File: src/include/bridge_defs.vh
// Shared constants of the chip link bridge ports block
`ifndef BRIDGE_DEFS_VH
`define BRIDGE_DEFS_VH

// Clock rates and derived cycle counts
`define CORE_CLK_PERIOD_NS 5
`define LINK_CLK_PERIOD_NS 80
`define LINK_HALF_CYC ((`LINK_CLK_PERIOD_NS / `CORE_CLK_PERIOD_NS) / 2)
`define ACLK_HALF_CYC 4
`define DESKEW_GOOD_CNT 16

// Link symbol layout
`define SYM_W 8
`define KIND_MSB 7
`define KIND_LSB 6
`define KIND_TRAIN 2'h0
`define KIND_STAT 2'h1
`define KIND_ASTART 2'h2
`define KIND_ANIB 2'h3
`define TRAIN_SEEK 8'h2a
`define TRAIN_ACK 8'h15
`define STAT_IRQ_MSB 3
`define STAT_IRQ_LSB 0
`define STAT_FAULT_BIT 4
`define STAT_BUSY_BIT 5
`define NIB_MSB 3
`define ID_MSB 5

// Write address assembly
`define ADDR_W 32
`define ADDR_NIBBLES 8
`define IRQ_W 4

// Link detect states, one-hot
`define ST_SEEK 4'h1
`define ST_DESKEW 4'h2
`define ST_ACK 4'h4
`define ST_SYNC 4'h8

`endif

File: src/design/axi_chip_link_bridge_ports.v
// Chip link bridge ports: link pins, link detect, status, interrupts and write address issue
//
// How it works
// - drive forwarded clock with full-width transmit bus
// - peer forwards clock; capture receive data on it
// - link up only in synchronized detect state
// - peer reset during normal operation raises irq
// - multibit fault irq when either core corrupts
// - multibit error during deskew means deskew failed
// - independent mode clocks interface from external clock
// - common mode ignores external interface clock input
// - common mode generates and outputs interface clock
// - global reset active low, asynchronous assertion tolerated
// - write identifier width configurable one to six
// - issue 32-bit first-beat write address only
// - carry four interrupt levels each direction
`include "bridge_defs.vh"

module axi_chip_link_bridge_ports #(
  parameter PHY_W = 8,
  parameter ID_W = 6,
  parameter CLK_MODE_COMMON = 1,
  parameter [7:0] LINK_HALF = `LINK_HALF_CYC,
  parameter [7:0] ACLK_HALF = `ACLK_HALF_CYC,
  parameter [7:0] DESKEW_GOOD = `DESKEW_GOOD_CNT
)(
  // Clock and resets
  input wire core_clk_in,
  input wire reset_n_in,
  input wire glob_rst_n_in,
  // Link pins
  output wire link_fwd_clk_out,
  output wire [PHY_W-1:0] link_tx_bus_out,
  input wire link_fwd_clk_in,
  input wire [PHY_W-1:0] link_rx_bus_in,
  // Status and interrupts
  output wire link_up_flag_out,
  output wire peer_reset_irq_out,
  input wire peer_reset_clr_in,
  output wire multibit_fault_irq_out,
  input wire [`IRQ_W-1:0] fwd_irq_in,
  output wire [`IRQ_W-1:0] rev_irq_out,
  // Master interface clocking
  input wire aclk_in,
  output wire aclk_out,
  // Write address channel
  output wire [ID_W-1:0] m_axi_awid_out,
  output wire [`ADDR_W-1:0] m_axi_awaddr_out,
  output wire m_axi_awvalid_out,
  input wire m_axi_awready_in
);

  // Number of differing bits between two symbols
  function [3:0] bit_dist;
    input [`SYM_W-1:0] a;
    input [`SYM_W-1:0] b;
    integer i;
    reg [`SYM_W-1:0] x;
    begin
      x = a ^ b;
      bit_dist = 4'h0;
      for (i = 0; i < `SYM_W; i = i + 1)
      begin
        bit_dist = bit_dist + {3'h0, x[i]};
      end
    end
  endfunction

  // Global reset: asserts at once, releases through two flops
  reg grst_s1_r;
  reg grst_s2_r;
  wire rst_n;

  always @(posedge core_clk_in or negedge glob_rst_n_in)
  begin
    if (!glob_rst_n_in)
    begin
      grst_s1_r <= 1'b0;
      grst_s2_r <= 1'b0;
    end
    else
    begin
      grst_s1_r <= 1'b1;
      grst_s2_r <= grst_s1_r;
    end
  end

  assign rst_n = reset_n_in & grst_s2_r;

  // Pin synchronisers
  reg [`IRQ_W-1:0] irq_s1_r;
  reg [`IRQ_W-1:0] irq_s2_r;
  reg awr_s1_r;
  reg awr_s2_r;
  reg ack_s1_r;
  reg ack_s2_r;
  reg ack_s3_r;
  reg aclk_gen_r;
  reg [7:0] aclk_cnt_r;
  wire aclk_src;
  wire aclk_tick;

  // Interface clock source depends on clocking mode
  assign aclk_src = (CLK_MODE_COMMON != 0) ? aclk_gen_r : aclk_in;
  assign aclk_tick = ack_s2_r & ~ack_s3_r;

  always @(posedge core_clk_in)
  begin
    if (!rst_n)
    begin
      irq_s1_r <= {`IRQ_W{1'b0}};
      irq_s2_r <= {`IRQ_W{1'b0}};
      awr_s1_r <= 1'b0;
      awr_s2_r <= 1'b0;
      ack_s1_r <= 1'b0;
      ack_s2_r <= 1'b0;
      ack_s3_r <= 1'b0;
      aclk_gen_r <= 1'b0;
      aclk_cnt_r <= 8'h00;
    end
    else
    begin
      irq_s1_r <= fwd_irq_in;
      irq_s2_r <= irq_s1_r;
      awr_s1_r <= m_axi_awready_in;
      awr_s2_r <= awr_s1_r;
      ack_s1_r <= aclk_src;
      ack_s2_r <= ack_s1_r;
      ack_s3_r <= ack_s2_r;
      if (CLK_MODE_COMMON != 0)
      begin
        if (aclk_cnt_r == ACLK_HALF - 8'h01)
        begin
          aclk_cnt_r <= 8'h00;
          aclk_gen_r <= ~aclk_gen_r;
        end
        else
        begin
          aclk_cnt_r <= aclk_cnt_r + 8'h01;
        end
      end
    end
  end

  // Receive side
  wire [PHY_W-1:0] rx_beat;
  wire rx_stb;
  wire [`SYM_W-1:0] rx_sym;
  wire [1:0] rx_kind;
  wire [3:0] dist_seek;
  wire [3:0] dist_ack;
  wire [3:0] dist_min;

  link_rx_capture #(
    .PHY_W(PHY_W)
  ) u_rx (
    .core_clk_in(core_clk_in),
    .rst_n_in(rst_n),
    .fwd_clk_in(link_fwd_clk_in),
    .rx_bus_in(link_rx_bus_in),
    .beat_out(rx_beat),
    .beat_stb_out(rx_stb)
  );

  assign rx_sym = rx_beat[`SYM_W-1:0];
  assign rx_kind = rx_sym[`KIND_MSB:`KIND_LSB];
  assign dist_seek = bit_dist(rx_sym, `TRAIN_SEEK);
  assign dist_ack = bit_dist(rx_sym, `TRAIN_ACK);
  assign dist_min = (dist_seek < dist_ack) ? dist_seek : dist_ack;

  // Link detect state machine
  localparam [3:0] ST_SEEK = `ST_SEEK;
  localparam [3:0] ST_DESKEW = `ST_DESKEW;
  localparam [3:0] ST_ACK = `ST_ACK;
  localparam [3:0] ST_SYNC = `ST_SYNC;

  reg [3:0] state_r;
  reg [3:0] state_nxt;
  reg [7:0] good_cnt_r;
  reg [7:0] good_cnt_nxt;
  reg deskew_fail;
  reg peer_restart;

  always @*
  begin
    state_nxt = state_r;
    good_cnt_nxt = good_cnt_r;
    deskew_fail = 1'b0;
    peer_restart = 1'b0;
    case (state_r)
      ST_SEEK:
      begin
        good_cnt_nxt = 8'h00;
        if (rx_stb && dist_min == 4'h0)
        begin
          state_nxt = ST_DESKEW;
        end
      end
      ST_DESKEW:
      begin
        if (rx_stb)
        begin
          if (dist_min == 4'h0)
          begin
            good_cnt_nxt = good_cnt_r + 8'h01;
            if (good_cnt_r == DESKEW_GOOD - 8'h01)
            begin
              state_nxt = ST_ACK;
            end
          end
          else if (dist_min > 4'h1)
          begin
            // Several corrupted bits: deskew failed, start again
            deskew_fail = 1'b1;
            state_nxt = ST_SEEK;
          end
        end
      end
      ST_ACK:
      begin
        if (rx_stb && (rx_sym == `TRAIN_ACK || rx_kind == `KIND_STAT))
        begin
          state_nxt = ST_SYNC;
        end
      end
      ST_SYNC:
      begin
        // A seek pattern in normal operation means the peer was reset
        if (rx_stb && rx_sym == `TRAIN_SEEK)
        begin
          peer_restart = 1'b1;
          state_nxt = ST_SEEK;
        end
      end
      default:
      begin
        state_nxt = ST_SEEK;
      end
    endcase
  end

  // Status flags
  reg link_up_r;
  reg pr_irq_r;
  reg local_fault_r;
  reg peer_fault_r;
  reg mb_irq_r;
  reg [`IRQ_W-1:0] rev_irq_r;
  wire local_fault_nxt;
  wire stat_stb;

  assign stat_stb = rx_stb && state_r == ST_SYNC && rx_kind == `KIND_STAT;
  assign local_fault_nxt = deskew_fail | (local_fault_r & state_nxt != ST_SYNC);

  always @(posedge core_clk_in)
  begin
    if (!rst_n)
    begin
      state_r <= ST_SEEK;
      good_cnt_r <= 8'h00;
      link_up_r <= 1'b0;
      pr_irq_r <= 1'b0;
      local_fault_r <= 1'b0;
      peer_fault_r <= 1'b0;
      mb_irq_r <= 1'b0;
      rev_irq_r <= {`IRQ_W{1'b0}};
    end
    else
    begin
      state_r <= state_nxt;
      good_cnt_r <= good_cnt_nxt;
      link_up_r <= (state_nxt == ST_SYNC);
      // Set wins over a clear in the same cycle
      if (peer_restart)
      begin
        pr_irq_r <= 1'b1;
      end
      else if (peer_reset_clr_in)
      begin
        pr_irq_r <= 1'b0;
      end
      local_fault_r <= local_fault_nxt;
      if (state_nxt != ST_SYNC)
      begin
        peer_fault_r <= 1'b0;
        rev_irq_r <= {`IRQ_W{1'b0}};
      end
      else if (stat_stb)
      begin
        peer_fault_r <= rx_sym[`STAT_FAULT_BIT];
        rev_irq_r <= rx_sym[`STAT_IRQ_MSB:`STAT_IRQ_LSB];
      end
      mb_irq_r <= local_fault_nxt | (stat_stb ? rx_sym[`STAT_FAULT_BIT] : peer_fault_r);
    end
  end

  // Write address assembly and issue
  reg coll_r;
  reg pend_r;
  reg [3:0] nib_cnt_r;
  reg [`ADDR_W-1:0] asm_addr_r;
  reg [ID_W-1:0] asm_id_r;
  reg awvalid_r;
  reg [`ADDR_W-1:0] awaddr_r;
  reg [ID_W-1:0] awid_r;
  wire busy;
  wire sync_stb;

  assign busy = coll_r | pend_r | awvalid_r;
  assign sync_stb = rx_stb && state_r == ST_SYNC;

  always @(posedge core_clk_in)
  begin
    if (!rst_n)
    begin
      coll_r <= 1'b0;
      pend_r <= 1'b0;
      nib_cnt_r <= 4'h0;
      asm_addr_r <= {`ADDR_W{1'b0}};
      asm_id_r <= {ID_W{1'b0}};
      awvalid_r <= 1'b0;
      awaddr_r <= {`ADDR_W{1'b0}};
      awid_r <= {ID_W{1'b0}};
    end
    else
    begin
      if (state_nxt != ST_SYNC)
      begin
        coll_r <= 1'b0;
        pend_r <= 1'b0;
      end
      else if (sync_stb && rx_kind == `KIND_ASTART && !pend_r && !awvalid_r)
      begin
        coll_r <= 1'b1;
        nib_cnt_r <= 4'h0;
        asm_id_r <= rx_sym[ID_W-1:0];
      end
      else if (sync_stb && rx_kind == `KIND_ANIB && coll_r)
      begin
        // First-beat address arrives most significant nibble first
        asm_addr_r <= {asm_addr_r[`ADDR_W-5:0], rx_sym[`NIB_MSB:0]};
        nib_cnt_r <= nib_cnt_r + 4'h1;
        if (nib_cnt_r == `ADDR_NIBBLES - 1)
        begin
          coll_r <= 1'b0;
          pend_r <= 1'b1;
        end
      end
      // Interface handshake is sampled on interface clock rises
      if (aclk_tick)
      begin
        if (awvalid_r && awr_s2_r)
        begin
          awvalid_r <= 1'b0;
        end
        else if (!awvalid_r && pend_r && state_nxt == ST_SYNC)
        begin
          awvalid_r <= 1'b1;
          awaddr_r <= asm_addr_r;
          awid_r <= asm_id_r;
          pend_r <= 1'b0;
        end
      end
    end
  end

  // Transmit side: forwarded clock and beats changing on its falling edge
  reg [7:0] lnk_cnt_r;
  reg fwd_clk_r;
  reg [PHY_W-1:0] tx_bus_r;
  reg [`SYM_W-1:0] tx_sym;

  always @*
  begin
    tx_sym = `TRAIN_SEEK;
    if (state_r == ST_SYNC)
    begin
      tx_sym = {`KIND_STAT, busy, local_fault_r, irq_s2_r};
    end
    else if (state_r == ST_ACK)
    begin
      tx_sym = `TRAIN_ACK;
    end
  end

  always @(posedge core_clk_in)
  begin
    if (!rst_n)
    begin
      lnk_cnt_r <= 8'h00;
      fwd_clk_r <= 1'b0;
      tx_bus_r <= {PHY_W{1'b0}};
    end
    else if (lnk_cnt_r == LINK_HALF - 8'h01)
    begin
      lnk_cnt_r <= 8'h00;
      fwd_clk_r <= ~fwd_clk_r;
      if (fwd_clk_r)
      begin
        tx_bus_r <= {PHY_W{1'b0}};
        tx_bus_r[`SYM_W-1:0] <= tx_sym;
      end
    end
    else
    begin
      lnk_cnt_r <= lnk_cnt_r + 8'h01;
    end
  end

  assign link_fwd_clk_out = fwd_clk_r;
  assign link_tx_bus_out = tx_bus_r;
  assign link_up_flag_out = link_up_r;
  assign peer_reset_irq_out = pr_irq_r;
  assign multibit_fault_irq_out = mb_irq_r;
  assign rev_irq_out = rev_irq_r;
  assign aclk_out = aclk_gen_r;
  assign m_axi_awid_out = awid_r;
  assign m_axi_awaddr_out = awaddr_r;
  assign m_axi_awvalid_out = awvalid_r;

endmodule

File: src/design/link_rx_capture.v
// Receive sampler: synchronises the peer's forwarded clock and data, captures on its rise
module link_rx_capture #(
  parameter PHY_W = 8
)(
  // Clock and reset
  input wire core_clk_in,
  input wire rst_n_in,
  // Link pins
  input wire fwd_clk_in,
  input wire [PHY_W-1:0] rx_bus_in,
  // Captured beat
  output wire [PHY_W-1:0] beat_out,
  output wire beat_stb_out
);

  reg clk_s1_r;
  reg clk_s2_r;
  reg clk_s3_r;
  reg [PHY_W-1:0] dat_s1_r;
  reg [PHY_W-1:0] dat_s2_r;
  reg [PHY_W-1:0] beat_r;
  reg stb_r;

  always @(posedge core_clk_in)
  begin
    if (!rst_n_in)
    begin
      clk_s1_r <= 1'b0;
      clk_s2_r <= 1'b0;
      clk_s3_r <= 1'b0;
      dat_s1_r <= {PHY_W{1'b0}};
      dat_s2_r <= {PHY_W{1'b0}};
      beat_r <= {PHY_W{1'b0}};
      stb_r <= 1'b0;
    end
    else
    begin
      clk_s1_r <= fwd_clk_in;
      clk_s2_r <= clk_s1_r;
      clk_s3_r <= clk_s2_r;
      dat_s1_r <= rx_bus_in;
      dat_s2_r <= dat_s1_r;
      // Data is captured on the peer clock's rising edge
      stb_r <= clk_s2_r & ~clk_s3_r;
      if (clk_s2_r & ~clk_s3_r)
      begin
        beat_r <= dat_s2_r;
      end
    end
  end

  assign beat_out = beat_r;
  assign beat_stb_out = stb_r;

endmodule

File: config.mk
export PLATFORM = sky130hd
export DESIGN_NAME = axi_chip_link_bridge_ports
export DESIGN_NICKNAME = d
export VERILOG_FILES = /design/src/design/axi_chip_link_bridge_ports.v /design/src/design/link_rx_capture.v
export VERILOG_INCLUDE_DIRS = /design/src /design/src/include
export SDC_FILE = /design/constraint.sdc
export NUM_CORES = 1
export LEC_CHECK = 0
export BUFFER_PORTS_ARGS = -buffer_cell sky130_fd_sc_hd__buf_2
export CAP_MARGIN = 15
export CORE_ASPECT_RATIO = 1.4
export CORE_MARGIN = 2
export CORE_UTILIZATION = 50
export CTS_CLUSTER_SIZE = 8
export DETAILED_ROUTE_END_ITERATION = 10
export GPL_ROUTABILITY_DRIVEN = 0
export MAX_ROUTING_LAYER = met4
export PLACE_DENSITY = 0.7
export SYNTH_ARGS = -nofsm -noshare
export SYNTH_HDL_FRONTEND = slang
export SYNTH_HIERARCHICAL = 1
export SYNTH_SLANG_ARGS = --single-unit
File: constraint.sdc
create_clock -name core_clk_in -period 13 [get_ports core_clk_in]
set_clock_uncertainty 0.15 [all_clocks]
set_input_delay 0.65 -clock core_clk_in [delete_from_list [all_inputs] [get_ports core_clk_in]]
set_output_delay 0.65 -clock core_clk_in [all_outputs]
set_load 0.01 [all_outputs]
# == After elaboration in Yosys (flattened, before gate mapping) ==
# Cells that the tools add are included.
# totals
elab_cells,162
in_bits,19
output_inout_bits,56
ff_bits,173
# classes
n_mux,37
eq_ne,17
bitwise,18
n_reduce_logical,33
order_cmp,2
addsub,18
# op_table
operator,count
$mux W4,10
$add A4 B1 Y4,8
$add A8 B1 Y8 const B,3
$mux W1,21
$mux W8,2
$pmux W4 S4,1
$pmux W8 S2,1
$logic_and A1 B1 Y1,13
$reduce_and A2 Y1,5
$reduce_bool A2 Y1,5
$reduce_and A3 Y1,3
$add A3 B1 Y4,2
$eq A4 B3 Y1 const B,2
$eq A4 B4 Y1 const B,2
$eq A8 B2 Y1 const B,1
$eq A8 B3 Y1 const B,1
$eq A8 B4 Y1 const B,1
$eq A8 B5 Y1 const B,1
$eq A8 B6 Y1 const B,1
$not A1 Y1,8
$mux W7,1
$add A2 B1 Y3,2
$mux W6,1
$not A3 Y3,2
17 further kinds,28

# == Longest topological paths before layout ==
# Gate-level depths: netlist of run 1.
# logic_depth
depth_word,20
ltp_mapped,18
mapped_depth_nobuf,18

# == Hierarchy ==
# Netlist of run 1, hierarchy kept.
# modules_own_cells
mod,cells_per_inst,area_per_inst_um2,seq_area_each_um2,n_inst
axi_chip_link_bridge_ports,698,5938.2,2892.8,1
link_rx_capture,78,883.3,560.5,1

# == Least setup slack after synthesis of run 1 ==
# No wires, ideal clock.
# synth_path
kind,reg-to-reg
from,register u_rx.beat_r[0] (netlist: u_rx/beat_out[0])
to,register good_cnt_r[3]
path_buffers,0
slack_ns,8.394
arrival_ns,4.337
setup_ns,0.119
required_ns,12.731
stages_incl_launch_ff,18
synth_period_minus_slack_ns,4.606
path_cell_list,dfxtp_1 > inv_1 > fa_1 > inv_1 > fa_1 > inv_1 > fa_1 > inv_1 > ha_1 > fa_1 > xor2_1 > ha_1 > a21oi_1 > o21bai_1 > or4_4 > a211oi_2 > xnor2_1 > nor2_1
# synth_via
elab_chain_len,13
elab_cells_between_ends,20
cone_classes,add/sub: 14; order compare: 1; eq/ne: 1; mux: 1; bitwise: 1; reduce/logical: 2
# synth_lines
item,line_no,rtl
start: declaration,link_rx_capture.v:21,reg [PHY_W-1:0] beat_r;
start signal: assignment,link_rx_capture.v:33,beat_r <= {PHY_W{1'b0}};
start signal: assignment,link_rx_capture.v:47,beat_r <= dat_s2_r;
$not A3 Y3 (no line),-,
$add A1 B1 Y2,axi_chip_link_bridge_ports.v:64,"bit_dist = bit_dist + {3'h0, x[i]};"
$add A2 B1 Y3,axi_chip_link_bridge_ports.v:64,
$add A3 B1 Y4,axi_chip_link_bridge_ports.v:64,
$add A4 B1 Y4 (4 in series),axi_chip_link_bridge_ports.v:64,
$lt A4 B4 Y1,axi_chip_link_bridge_ports.v:169,assign dist_min = (dist_seek < dist_ack) ? dist_seek : dist_ack;
$mux W4 *,axi_chip_link_bridge_ports.v:169,
$logic_not A4 Y1 *,axi_chip_link_bridge_ports.v:203,if (dist_min == 4'h0)
$ne A2 B2 Y1 (no line) *,-,
$reduce_and A3 Y1 (no line) *,-,
end signal: assignment,axi_chip_link_bridge_ports.v:271,good_cnt_r <= good_cnt_nxt;
end: declaration,axi_chip_link_bridge_ports.v:179,reg [7:0] good_cnt_r;
# Every way passes the cells marked *; elsewhere a longest branch is shown, timed or not.
# A chain may end at the register's enable or synchronous reset.

# == Worst setup path after layout of run 1 ==
# layout_path
from,register u_rx.beat_r[0] (netlist: u_rx/beat_out[0])
to,register good_cnt_r[6]
# Same word-level chain as after synthesis.

==> run_summary.xml, run 1 <==
<?xml version="1.0" encoding="UTF-8"?>
<metrics>
  <group name="yosys">
    <metric name="syn-instance-count" unit="">776</metric>
    <metric name="sequential_area_share_after_synthesis" unit="%">50.6</metric>
    <metric name="share_of_flip_flops_with_an_asynchronous_set_or_reset" unit="%">1.16</metric>
    <metric name="synth_edf_count" unit="">0</metric>
    <metric name="synth_fp_nets" unit="">817</metric>
    <metric name="postSynth.topFlopCell" unit="">dfxtp_1</metric>
    <metric name="syn-mean-instance-area" unit="sq um">8.79</metric>
    <metric name="syn-cell-area" unit="sq mm">0.00682</metric>
    <metric name="synthDistinctLibCells" unit="">59</metric>
    <metric name="yosys_warnings" unit="">6</metric>
    <metric name="postSynthRegisterBits" unit="">172</metric>
  </group>
  <group name="floorplan">
    <metric name="core_area" unit="sq mm">0.0133</metric>
    <metric name="num_rows" unit="">50</metric>
    <metric name="top_level_ports" unit="">75</metric>
    <metric name="floorplan.die.height" unit="um">142</metric>
    <metric name="starting_density_of_the_core" unit="%">51.2</metric>
    <metric name="die_area" unit="sq mm">0.0146</metric>
    <metric name="die_w" unit="um">103</metric>
  </group>
  <group name="clock_tree">
    <metric name="htree_num_levels" unit="">4</metric>
    <metric name="clock_tree_from_tritoncts" unit="">done</metric>
    <metric name="num_cts_buffers" unit="">17</metric>
    <metric name="clock-sinks" unit="">172</metric>
    <metric name="post_cts_hold_buffer_count" unit="">1</metric>
    <metric name="ctsRootBufferMaster" unit="">clkbuf_16</metric>
    <metric name="worst_skew_pair.late_latency" unit="ps">410</metric>
    <metric name="clk_transition_reported_paths" unit="ps">70</metric>
    <metric name="post_cts_resized" unit="">0</metric>
    <metric name="ctsLongestPathBuffers" unit="">2</metric>
    <metric name="cts.repair_timing.setup_buffer_count" unit="">0</metric>
  </group>
  <group name="drt">
    <metric name="finalWirelength" unit="mm">13.6</metric>
    <metric name="via_count" unit="">5248</metric>
    <metric name="drtPass1Iterations" unit="">5</metric>
    <metric name="ant_nets" unit="">0</metric>
    <metric name="route.detailed.vias_per_inst" unit="">5.10</metric>
    <metric name="dr.first_iter.drc_count" unit="">209</metric>
    <metric name="detail_route.drc_violations" unit="">0</metric>
    <metric name="route.detailed.wl_per_inst" unit="um">13.3</metric>
  </group>
  <group name="setup_path">
    <metric name="critPathCaptureType" unit="">flip-flop</metric>
    <metric name="crit_fanout" unit="">8</metric>
    <metric name="cp.arrival" unit="ps">5310</metric>
    <metric name="max_stage_delay" unit="ps">560</metric>
    <metric name="worst_r2r_endpoint" unit="">good_cnt_r[6]</metric>
    <metric name="wp_buf_inv" unit="">4</metric>
    <metric name="crit_path_cell_trace" unit="">inv_1 &gt; fa_1 &gt; inv_1 &gt; fa_1 &gt; inv_1 &gt; fa_1 &gt; inv_1 &gt; ha_1 &gt; fa_1 &gt; xor2_1 &gt; ha_1 &gt; nor2b_1 &gt; a221oi_1 &gt; nor3_1 &gt; o21ai_2 &gt; or3_1 &gt; a21oi_1</metric>
    <metric name="critical_path_required" unit="ps">13190</metric>
    <metric name="worst_path_dominant_cell_family" unit="">adder cells</metric>
    <metric name="worst_setup_start_kind" unit="">flip-flop</metric>
    <metric name="path_class" unit="">flip-flop to flip-flop</metric>
    <metric name="setup.worst_path.start" unit="">u_rx/beat_out[0]</metric>
    <metric name="worst_r2r_path_depth" unit="">17</metric>
    <metric name="critical-path-slowest-cell" unit="">fa_1</metric>
    <metric name="r2r_start" unit="">u_rx/beat_out[0]</metric>
    <metric name="ff2ff_setup_slack" unit="ps">7880</metric>
  </group>
  <group name="pwr">
    <metric name="power_density" unit="mW/mm^2">134</metric>
    <metric name="vdd_ir_drop_max" unit="mV">0.0982</metric>
    <metric name="share_of_total_power_in_sequential_cells" unit="%">50.6</metric>
    <metric name="comb_power_share" unit="%">1.4</metric>
    <metric name="internal_power" unit="uW">827</metric>
    <metric name="pwr-share-clk" unit="%">48.0</metric>
    <metric name="reported_net_switching_power" unit="uW">223</metric>
    <metric name="power_leakage" unit="uW">0.00298</metric>
    <metric name="sw_frac_of_total" unit="%">21.3</metric>
  </group>
  <group name="sta">
    <metric name="worst_slew_margin_rel" unit="%">31.8</metric>
    <metric name="slew_viol_final" unit="">0</metric>
    <metric name="timing.final.crit_share" unit="%">39.4</metric>
    <metric name="achievable-frequency" unit="GHz">0.195</metric>
    <metric name="layout_setup_ws" unit="ps">7880</metric>
    <metric name="time_the_worst_path_needs_with_i_o_delays_and_setup" unit="ps">5120</metric>
    <metric name="grt_setup_unrepaired" unit="">no</metric>
    <metric name="worst_slew_pin_slew" unit="ps">1020</metric>
    <metric name="timing_hold_violations_final" unit="">0</metric>
    <metric name="fin_setup_tns" unit="ps">0</metric>
    <metric name="finalSetupViolations" unit="">0</metric>
  </group>
  <group name="cells_and_area">
    <metric name="antennaDiodeCount" unit="">0</metric>
    <metric name="layout_cells_sized_above_1" unit="%">14.8</metric>
    <metric name="layout.cells.most_common_list" unit="">173 x nand2_1, 170 x dfxtp_1, 107 x a21oi_1, 72 x buf_2, 64 x nor2_1</metric>
    <metric name="area_growth_syn_to_layout" unit="%">15.0</metric>
    <metric name="finalNetCount" unit="">875</metric>
    <metric name="mostFrequentLayoutCell" unit="">nand2_1</metric>
    <metric name="finish.utilization" unit="%">58.9</metric>
    <metric name="final_cell_area" unit="sq mm">0.00784</metric>
    <metric name="fillers" unit="">1203</metric>
  </group>
  <group name="place">
    <metric name="place_ws" unit="ps">7930</metric>
    <metric name="place_hpwl" unit="mm">9.51</metric>
    <metric name="detailed_place.area" unit="sq mm">0.00724</metric>
    <metric name="port_buffers" unit="">72</metric>
  </group>
  <group name="run">
    <metric name="max-cap-violations" unit="">0</metric>
  </group>
  <group name="hold_path">
    <metric name="min_path_type" unit="">flip-flop to flip-flop</metric>
    <metric name="terminating_pin_of_the_worst_hold_path" unit="">grst_s2_r</metric>
    <metric name="hp-start" unit="">grst_s1_r</metric>
    <metric name="worst_hold_path.num_cells" unit="">0</metric>
  </group>
  <group name="global_route">
    <metric name="initial_antenna_violation_count" unit="">0</metric>
    <metric name="via_count_of_the_first_global_routing_pass" unit="">4920</metric>
    <metric name="grt_util_all_layers" unit="%">19.9</metric>
    <metric name="globalRoute.totalOverflow" unit="">0</metric>
    <metric name="largest_net_degree_at_the_start_of_global_routing" unit="">99</metric>
    <metric name="grt_pass1_wl" unit="mm">22.5</metric>
  </group>
  <group name="run_status">
    <metric name="run_status" unit="">finished clean</metric>
  </group>
</metrics>
## per-layer routing
| metal | vias to the layer above | global-route usage (%) | share of wire [%] |
|---|---|---|---|
| met4 | 0 | 6.46 | 1.5 |
| met2 | 119 | 33.8 | 53 |
| met3 | 16 | 4.57 | 4.8 |
| met1 | 2427 | 23.0 | 41 |
| met5 | - | - | 0 |
| li1 | 2686 | - | - |
## flip-flops by register name, indices dropped and copies added, names as in the netlist, 4 cells and up
name	cells
aclk_cnt_r	8
asm_addr_r	32
asm_id_r	6
good_cnt_r	8
irq_s1_r	4
irq_s2_r	4
link_tx_bus_out	7
lnk_cnt_r	8
m_axi_awaddr_out	32
m_axi_awid_out	6
nib_cnt_r	4
rev_irq_out	4
state_r	4
u_rx/beat_out	8
u_rx/dat_s1_r	8
u_rx/dat_s2_r	8
## logic make-up after synthesis
logic type	after synthesis	synth area share, %
fa+ha+maj	22	4.92
other cells	2	0.110
flops	172	50.6
buf+inv	66	4.64
compound gates	135	10.9
xor+xnor	19	2.44
simple gates	349	24.7
mux	11	1.61
## final cells by class
type	count	area (sq um)	share of cell area, %
clock buffers	18	439	5.60
multi-input cells	538	3060	39.0
repair buffers	77	400	5.11
well taps	182	228	2.90
inverters	28	105	1.34
flip-flops and latches	172	3450	44.0
clock inverters	14	155	1.98
## power by group through the flow
stage	logic, uW	registers [uW]	clock network, uW
after floorplan	11.0	543	0
after detailed placement	14.3	544	0
after CTS	14.5	532	518
after global placement	13.9	544	0
final	14.4	532	504
after global routing	16.4	532	539
## synth_stat cells (3+ instances only)
cell type  instances  area (sq um)
a21oi_1          107           536
and2_1            25           156
and3_1            18           113
buf_2              7          35.0
buf_4              3          22.5
buf_6              6          67.6
clkbuf_1          18          67.6
clkbuf_2           3          15.0
dfxtp_1          170          3400
fa_1               8           160
ha_1              14           175
inv_1             27           101
mux2i_1           11           110
nand2_1          174           653
nand2b_1           3          18.8
nand3_1           14          70.1
nand3b_1           4          30.0
nand4_1            5          31.3
nand4b_1           3          26.3
nor2_1            65           244
nor2b_1            5          31.3
nor3_1             7          35.0
nor4_1             4          25.0
nor4bb_1           3          30.0
o21ai_0            8          40.0
or3_1              3          18.8
xnor2_1            7          61.3
xor2_1            12           105
## how the worst max path moves through the flow
stage	end	depth (start not counted)
finish	good_cnt_r[6]	17
floorplan	good_cnt_r[3]	17
global route	good_cnt_r[6]	17
detailed placement	good_cnt_r[6]	17
CTS	good_cnt_r[6]	17
global placement	good_cnt_r[7]	17
## stage by stage
step           total power, uW  std cells  hold WS [ps]
6_report                  1050       1029           201
5_1_grt                   1090       1029           207
4_1_cts                   1060       1029           205
3_5_place_dp               558        996           189
3_3_place_gp               558        996           184
2_1_floorplan              554        776           181
Power figures use the tool's default switching activity.
==> inputs of run 2 (changes only) <==
--- a/config.mk
+++ b/config.mk
@@ -15,7 +15,7 @@
 export DETAILED_ROUTE_END_ITERATION = 10
 export GPL_ROUTABILITY_DRIVEN = 0
 export MAX_ROUTING_LAYER = met4
-export PLACE_DENSITY = 0.7
+export PLACE_DENSITY = 0.72
 export SYNTH_ARGS = -nofsm -noshare
 export SYNTH_HDL_FRONTEND = slang
 export SYNTH_HIERARCHICAL = 1
==> constraint.sdc (replaced) <==
create_clock -name core_clk_in -period 4.3 [get_ports core_clk_in]
set_clock_uncertainty 0.15 [all_clocks]
set_input_delay 0.215 -clock core_clk_in [delete_from_list [all_inputs] [get_ports core_clk_in]]
set_output_delay 0.215 -clock core_clk_in [all_outputs]
set_load 0.01 [all_outputs]
==> run_summary.xml, run 2 (synthesis results as in run 1) <==
<?xml version="1.0" encoding="UTF-8"?>
<metrics>
  <group name="run_status">
    <metric name="run_status" unit="">complete, but fails checks</metric>
    <metric name="violations" unit="">negative setup slack</metric>
  </group>
  <group name="clock_tree">
    <metric name="htree_num_levels" unit="">4</metric>
    <metric name="ctsLongestPathBuffers" unit="">2</metric>
    <metric name="ctsRootBufferMaster" unit="">clkbuf_16</metric>
    <metric name="worst_skew_pair.late_latency" unit="ps">420</metric>
    <metric name="clock_tree_from_tritoncts" unit="">done</metric>
    <metric name="clock-sinks" unit="">172</metric>
    <metric name="num_cts_buffers" unit="">17</metric>
    <metric name="clk_transition_reported_paths" unit="ps">70</metric>
  </group>
  <group name="hold_path">
    <metric name="hp-start" unit="">reset_n_in</metric>
    <metric name="min_path_type" unit="">input port to flip-flop</metric>
  </group>
  <group name="sta">
    <metric name="achievable-frequency" unit="GHz">0.223</metric>
    <metric name="timing_hold_violations_final" unit="">0</metric>
    <metric name="slew_viol_final" unit="">0</metric>
    <metric name="finalSetupViolations" unit="">12</metric>
    <metric name="time_the_worst_path_needs_with_i_o_delays_and_setup" unit="ps">4480</metric>
    <metric name="worst_slew_margin_rel" unit="%">40.8</metric>
    <metric name="fin_hold_ws" unit="ps">34.1</metric>
    <metric name="worst_slew_pin_slew" unit="ps">888</metric>
    <metric name="grt_setup_unrepaired" unit="">yes</metric>
    <metric name="layout_setup_ws" unit="ps">-182</metric>
    <metric name="timing.final.crit_share" unit="%">104</metric>
    <metric name="fin_setup_tns" unit="ps">-1450</metric>
  </group>
  <group name="pwr">
    <metric name="sw_frac_of_total" unit="%">22.3</metric>
    <metric name="total_power" unit="uW">3110</metric>
    <metric name="internal_power" unit="uW">2410</metric>
    <metric name="reported_net_switching_power" unit="uW">694</metric>
    <metric name="power_leakage" unit="uW">0.00318</metric>
    <metric name="vdd_ir_drop_max" unit="mV">0.243</metric>
    <metric name="power_density" unit="mW/mm^2">373</metric>
    <metric name="pwr-share-clk" unit="%">46.4</metric>
    <metric name="share_of_total_power_in_sequential_cells" unit="%">51.7</metric>
    <metric name="comb_power_share" unit="%">1.9</metric>
  </group>
  <group name="floorplan">
    <metric name="top_level_ports" unit="">75</metric>
    <metric name="floorplan.die.height" unit="um">142</metric>
    <metric name="core_area" unit="sq mm">0.0133</metric>
    <metric name="die_area" unit="sq mm">0.0146</metric>
    <metric name="num_rows" unit="">50</metric>
    <metric name="die_w" unit="um">103</metric>
    <metric name="starting_density_of_the_core" unit="%">51.2</metric>
  </group>
  <group name="setup_path">
    <metric name="worst_setup_start_kind" unit="">flip-flop</metric>
    <metric name="crit_fanout" unit="">8</metric>
    <metric name="r2r_start" unit="">u_rx/beat_out[2]</metric>
    <metric name="cp.arrival" unit="ps">4680</metric>
    <metric name="critical_path_required" unit="ps">4500</metric>
    <metric name="crit_path_cell_trace" unit="">inv_2 &gt; fa_1 &gt; inv_2 &gt; fa_1 &gt; inv_1 &gt; fa_1 &gt; inv_2 &gt; ha_4 &gt; fa_2 &gt; xor2_4 &gt; ha_4 &gt; nor2b_4 &gt; a221oi_4 &gt; nor3_4 &gt; o21ai_2 &gt; buf_6 &gt; or3_4 &gt; a21oi_2</metric>
    <metric name="path_class" unit="">flip-flop to flip-flop</metric>
    <metric name="setup.worst_path.start" unit="">u_rx/beat_out[2]</metric>
    <metric name="critPathCaptureType" unit="">flip-flop</metric>
    <metric name="critical-path-slowest-cell" unit="">fa_1</metric>
    <metric name="max_stage_delay" unit="ps">550</metric>
  </group>
  <group name="drt">
    <metric name="met3_length" unit="um">448</metric>
    <metric name="drtPass1Iterations" unit="">5</metric>
    <metric name="dr.first_iter.drc_count" unit="">205</metric>
    <metric name="detail_route.drc_violations" unit="">0</metric>
    <metric name="via_count" unit="">5393</metric>
    <metric name="top_layer_used" unit="">met4</metric>
    <metric name="ant_nets" unit="">0</metric>
    <metric name="finalWirelength" unit="mm">14.1</metric>
    <metric name="routed-wl-met2" unit="mm">7.55</metric>
    <metric name="route.detailed.wl_per_inst" unit="um">13.2</metric>
    <metric name="route.detailed.vias_per_inst" unit="">5.05</metric>
    <metric name="wirelength_met1" unit="mm">5.95</metric>
  </group>
  <group name="global_route">
    <metric name="via_count_of_the_first_global_routing_pass" unit="">5171</metric>
    <metric name="grt_pass1_wl" unit="mm">23.5</metric>
    <metric name="grt_util_all_layers" unit="%">20.7</metric>
    <metric name="initial_antenna_violation_count" unit="">0</metric>
    <metric name="globalRoute.totalOverflow" unit="">0</metric>
    <metric name="largest_net_degree_at_the_start_of_global_routing" unit="">90</metric>
  </group>
  <group name="run">
    <metric name="max-cap-violations" unit="">0</metric>
  </group>
  <group name="cells_and_area">
    <metric name="finish.utilization" unit="%">62.6</metric>
    <metric name="layout_cells_sized_above_1" unit="%">20.7</metric>
    <metric name="finalNetCount" unit="">914</metric>
    <metric name="area_used_by_multi_input_combinational_logic" unit="sq mm">0.00325</metric>
    <metric name="area_growth_syn_to_layout" unit="%">22.3</metric>
    <metric name="fillers" unit="">1136</metric>
    <metric name="layout.cells.most_common_list" unit="">172 x nand2_1, 165 x dfxtp_1, 103 x a21oi_1, 72 x buf_2, 64 x nor2_1</metric>
    <metric name="mostFrequentLayoutCell" unit="">nand2_1</metric>
    <metric name="antennaDiodeCount" unit="">0</metric>
    <metric name="regArea" unit="sq mm">0.00346</metric>
  </group>
  <group name="place">
    <metric name="place_ws" unit="ps">-230</metric>
    <metric name="port_buffers" unit="">72</metric>
    <metric name="place_hpwl" unit="mm">9.53</metric>
  </group>
</metrics>
-- run 2: cell count changes in the layout (fill, tap and decap cells not counted), moves of 4 or more --
| cell | previous run | this run |
|---|---|---|
| dfxtp_1 | 170 | 165 |
| a21oi_1 | 107 | 103 |
| dlygate4sd3_1 | 1 | 17 |
| dfxtp_2 | 0 | 4 |
| inv_1 | 27 | 20 |
| buf_4 | 4 | 25 |
| inv_2 | 1 | 8 |
-- run 2: area by class of cell --
type | instances | area share [%]
sequential | 172 | 41.5
multi-input combinational | 538 | 38.9
timing repair buffer | 116 | 8.88
clock buffer | 19 | 5.43
tap | 182 | 2.73
clock inverter | 13 | 1.27
inverter | 28 | 1.26
-- run 2: worst max-delay path: cells and delay by family, from the launching register on --
family / cells / cell delay (ps)
xor+xnor: 1 / 180
fa+ha+maj: 6 / 2410
simple gates: 3 / 700
compound gates: 3 / 310
flops: 1 / 330
buf+inv: 5 / 320
-- run 2: timing repair --
| item | 4_1_cts | 5_1_grt |
|---|---|---|
| buffers inserted | 3 | 2 |
| gates resized for setup | 19 | 14 |
| hold buffers | 17 | 0 |
| setup endpoints to repair | 13 | 13 |
| pin swaps | 16 | 18 |
| endpoints found under the hold margin | 17 | 0 |
-- run 2: path summary, 6_finish.rpt --
| check | cells past startpoint | slack, ps | to |
|---|---|---|---|
| min reg2reg | 0 | 200 | grst_s2_r |
| min in group asynchronous | 3 | 480 | grst_s1_r |
| max in group asynchronous | 3 | 3400 | grst_s2_r |
| min | 2 | 30 | irq_s1_r[1] |
| max | 18 | -180 | good_cnt_r[7] |
| max reg2reg | 18 | -180 | good_cnt_r[7] |
-- run 2: through the flow --
stage                     area (sq um)  instances
after global placement            7420       1014
after CTS                         8270       1066
after detailed placement          7420       1014
after floorplan                   6870        776
after global routing              8340       1068
final                             8340       1068
-- run 2: metal layers --
metal	vias up	GRT usage (%)
met5	-	-
met4	0	7.51
met3	16	3.68
met2	89	35.4
met1	2529	24.0
li1	2759	-
-- run 2: power by group through the flow --
stage	Sequential, uW	Combinational, uW	Clock [uW]
final	1610	58.9	1440
after global routing	1610	65.1	1540
after CTS	1610	58.4	1470
after detailed placement	1640	45.7	0
after global placement	1640	45.6	0
after floorplan	1640	33.4	0
==> inputs of run 3 (changes only) <==
--- a/config.mk
+++ b/config.mk
@@ -16,6 +16,7 @@
 export GPL_ROUTABILITY_DRIVEN = 0
 export MAX_ROUTING_LAYER = met4
 export PLACE_DENSITY = 0.72
+export RECOVER_POWER = 50
 export SYNTH_ARGS = -nofsm -noshare
 export SYNTH_HDL_FRONTEND = slang
 export SYNTH_HIERARCHICAL = 1
==> constraint.sdc (replaced) <==
create_clock -name core_clk_in -period 3.6 [get_ports core_clk_in]
set_clock_uncertainty 0.15 [all_clocks]
set_input_delay 0.18 -clock core_clk_in [delete_from_list [all_inputs] [get_ports core_clk_in]]
set_output_delay 0.18 -clock core_clk_in [all_outputs]
set_load 0.01 [all_outputs]
==> run_summary.xml, run 3 (synthesis results as in run 1) <==
<?xml version="1.0" encoding="UTF-8"?>
<metrics>
  <group name="run_status">
    <metric name="run_status" unit="">complete, but fails checks</metric>
    <metric name="violations" unit="">negative setup slack</metric>
  </group>
  <group name="cells_and_area">
    <metric name="fin_cells" unit="">1076</metric>
    <metric name="layout_cells_sized_above_1" unit="%">15.3</metric>
    <metric name="finalNetCount" unit="">923</metric>
    <metric name="area_growth_syn_to_layout" unit="%">23.5</metric>
    <metric name="finish.utilization" unit="%">63.2</metric>
    <metric name="mostFrequentLayoutCell" unit="">nand2_1</metric>
    <metric name="antennaDiodeCount" unit="">0</metric>
    <metric name="fillers" unit="">1115</metric>
    <metric name="layout.cells.most_common_list" unit="">173 x nand2_1, 166 x dfxtp_1, 102 x a21oi_1, 62 x nor2_1, 59 x clkbuf_1</metric>
  </group>
  <group name="setup_path">
    <metric name="worst_r2r_path_depth" unit="">16</metric>
    <metric name="path_class" unit="">flip-flop to flip-flop</metric>
    <metric name="r2r_start" unit="">u_rx/beat_out[0]</metric>
    <metric name="critPathCaptureType" unit="">flip-flop</metric>
    <metric name="worst_r2r_endpoint" unit="">good_cnt_r[3]</metric>
    <metric name="worst_setup_start_kind" unit="">flip-flop</metric>
    <metric name="crit_fanout" unit="">3</metric>
    <metric name="cp.arrival" unit="ps">4700</metric>
    <metric name="ff2ff_setup_slack" unit="ps">-960</metric>
    <metric name="critical_path_required" unit="ps">3740</metric>
  </group>
  <group name="global_route">
    <metric name="largest_net_degree_at_the_start_of_global_routing" unit="">99</metric>
    <metric name="initial_antenna_violation_count" unit="">0</metric>
    <metric name="grt_pass1_wl" unit="mm">24.8</metric>
    <metric name="grt_util_all_layers" unit="%">21.8</metric>
    <metric name="via_count_of_the_first_global_routing_pass" unit="">5477</metric>
    <metric name="globalRoute.totalOverflow" unit="">0</metric>
  </group>
  <group name="sta">
    <metric name="grt_setup_unrepaired" unit="">yes</metric>
    <metric name="fin_setup_tns" unit="ps">-11150</metric>
    <metric name="timing.final.crit_share" unit="%">127</metric>
    <metric name="layout_setup_ws" unit="ps">-957</metric>
    <metric name="time_the_worst_path_needs_with_i_o_delays_and_setup" unit="ps">4560</metric>
    <metric name="finalSetupViolations" unit="">13</metric>
    <metric name="achievable-frequency" unit="GHz">0.219</metric>
    <metric name="worst_slew_pin_slew" unit="ps">1430</metric>
    <metric name="timing_hold_violations_final" unit="">0</metric>
    <metric name="slew_viol_final" unit="">0</metric>
    <metric name="fin_hold_ws" unit="ps">218</metric>
    <metric name="worst_slew_margin_rel" unit="%">4.34</metric>
  </group>
  <group name="drt">
    <metric name="finalWirelength" unit="mm">15.4</metric>
    <metric name="via_count" unit="">5568</metric>
    <metric name="dr.first_iter.drc_count" unit="">258</metric>
    <metric name="detail_route.drc_violations" unit="">0</metric>
    <metric name="ant_nets" unit="">0</metric>
    <metric name="route.detailed.wl_per_inst" unit="um">14.3</metric>
    <metric name="drtPass1Iterations" unit="">6</metric>
    <metric name="route.detailed.vias_per_inst" unit="">5.17</metric>
  </group>
  <group name="clock_tree">
    <metric name="ctsLongestPathBuffers" unit="">2</metric>
    <metric name="htree_num_levels" unit="">4</metric>
    <metric name="clock-sinks" unit="">172</metric>
    <metric name="ctsRootBufferMaster" unit="">clkbuf_16</metric>
    <metric name="clk_transition_reported_paths" unit="ps">70</metric>
    <metric name="num_cts_buffers" unit="">17</metric>
    <metric name="worst_skew_pair.late_latency" unit="ps">410</metric>
    <metric name="clock_tree_from_tritoncts" unit="">done</metric>
  </group>
  <group name="floorplan">
    <metric name="core_area" unit="sq mm">0.0133</metric>
    <metric name="die_w" unit="um">103</metric>
    <metric name="die_area" unit="sq mm">0.0146</metric>
    <metric name="starting_density_of_the_core" unit="%">51.2</metric>
    <metric name="floorplan.die.height" unit="um">142</metric>
    <metric name="top_level_ports" unit="">75</metric>
    <metric name="num_rows" unit="">50</metric>
  </group>
  <group name="pwr">
    <metric name="share_of_total_power_in_sequential_cells" unit="%">50.4</metric>
    <metric name="sw_frac_of_total" unit="%">20.5</metric>
    <metric name="internal_power" unit="uW">3030</metric>
    <metric name="comb_power_share" unit="%">1.9</metric>
    <metric name="power_leakage" unit="uW">0.00299</metric>
    <metric name="vdd_ir_drop_max" unit="mV">0.336</metric>
    <metric name="power_density" unit="mW/mm^2">452</metric>
    <metric name="reported_net_switching_power" unit="uW">782</metric>
    <metric name="pwr-share-clk" unit="%">47.7</metric>
  </group>
  <group name="hold_path">
    <metric name="hp-start" unit="">grst_s1_r</metric>
    <metric name="terminating_pin_of_the_worst_hold_path" unit="">grst_s2_r</metric>
    <metric name="min_path_type" unit="">flip-flop to flip-flop</metric>
    <metric name="worst_hold_path.num_cells" unit="">0</metric>
  </group>
  <group name="place">
    <metric name="place_hpwl" unit="mm">10.0</metric>
    <metric name="dpl.cell_count" unit="">1019</metric>
    <metric name="port_buffers" unit="">72</metric>
  </group>
  <group name="run">
    <metric name="max-cap-violations" unit="">0</metric>
  </group>
</metrics>
-- run 3: changes by cell type in the layout (fill, tap and decap cells not counted), sizes merged --
cell / change
clkbuf: +59
bufinv: +2
clkinvlp: -1
inv: -5
buf: -49
dlygate4sd3: +2
-- run 3: routing by layer --
layer	global-route usage [%]	wire length (um)	part of all wire (%)
met5	-	0	0
met4	6.25	242	1.6
met3	4.08	610	4.0
met2	39.6	8250	54
met1	23.9	6270	41
-- run 3: how the worst max path moves through the flow --
| stage | start | endpoint | slack (ps) | cells past startpoint |
|---|---|---|---|---|
| floorplan | u_rx/beat_out[0] | good_cnt_r[3] | -750 | 17 |
| global placement | u_rx/beat_out[0] | good_cnt_r[3] | -810 | 17 |
| detailed placement | u_rx/beat_out[1] | good_cnt_r[3] | -940 | 18 |
| CTS | u_rx/beat_out[0] | good_cnt_r[3] | -950 | 16 |
| global route | u_rx/beat_out[0] | good_cnt_r[4] | -1070 | 16 |
| finish | u_rx/beat_out[0] | good_cnt_r[3] | -960 | 16 |
-- run 3: power by group through the flow --
stage	Combinational (uW)	Clock (uW)	Sequential, uW
2_1_floorplan	40.1	0	1960
3_3_place_gp	51.8	0	1960
3_5_place_dp	54.7	0	1960
4_1_cts	71.1	1840	1920
5_1_grt	79.4	1920	1920
6_report	71.9	1820	1920
-- run 3: area by class of cell --
cell class | instances | area, sq um | area share [%]
timing repair buffer | 125 | 752 | 8.93
tap | 182 | 228 | 2.70
inverter | 28 | 108 | 1.28
multi-input combinational | 538 | 3290 | 39.0
sequential | 172 | 3460 | 41.1
clock buffer | 22 | 475 | 5.65
clock inverter | 9 | 110 | 1.31
-- run 3: stage by stage --
stage	total power (uW)	instance area, sq um	setup slack (ps)
4_1_cts	3830	8380	-946
2_1_floorplan	2000	6890	-746
5_1_grt	3930	8420	-1070
6_report	3810	8420	-957
3_3_place_gp	2010	7480	-806
3_5_place_dp	2020	7480	-938
-- run 3: critical path: stages (launching register included) --
cell	delay, ps
dfxtp_4	360
inv_4	40
fa_1	540
inv_2	40
fa_1	490
inv_2	40
fa_1	510
inv_2	50
ha_4	160
fa_2	390
xor2_4	180
buf_6	120
or3_4	360
or4_4	580
a211oi_2	220
xnor2_1	150
nor2_1	70
-- run 3: repair_timing --
action / 4_1_cts / 5_1_grt
hold buffers: 19 / 0
buffers inserted: 6 / 2
cloned: 0 / 0
pin swaps: 16 / 19
endpoints found under the setup margin: 13 / 13
gates resized for setup: 16 / 28
hold endpoints to repair: 18 / 0
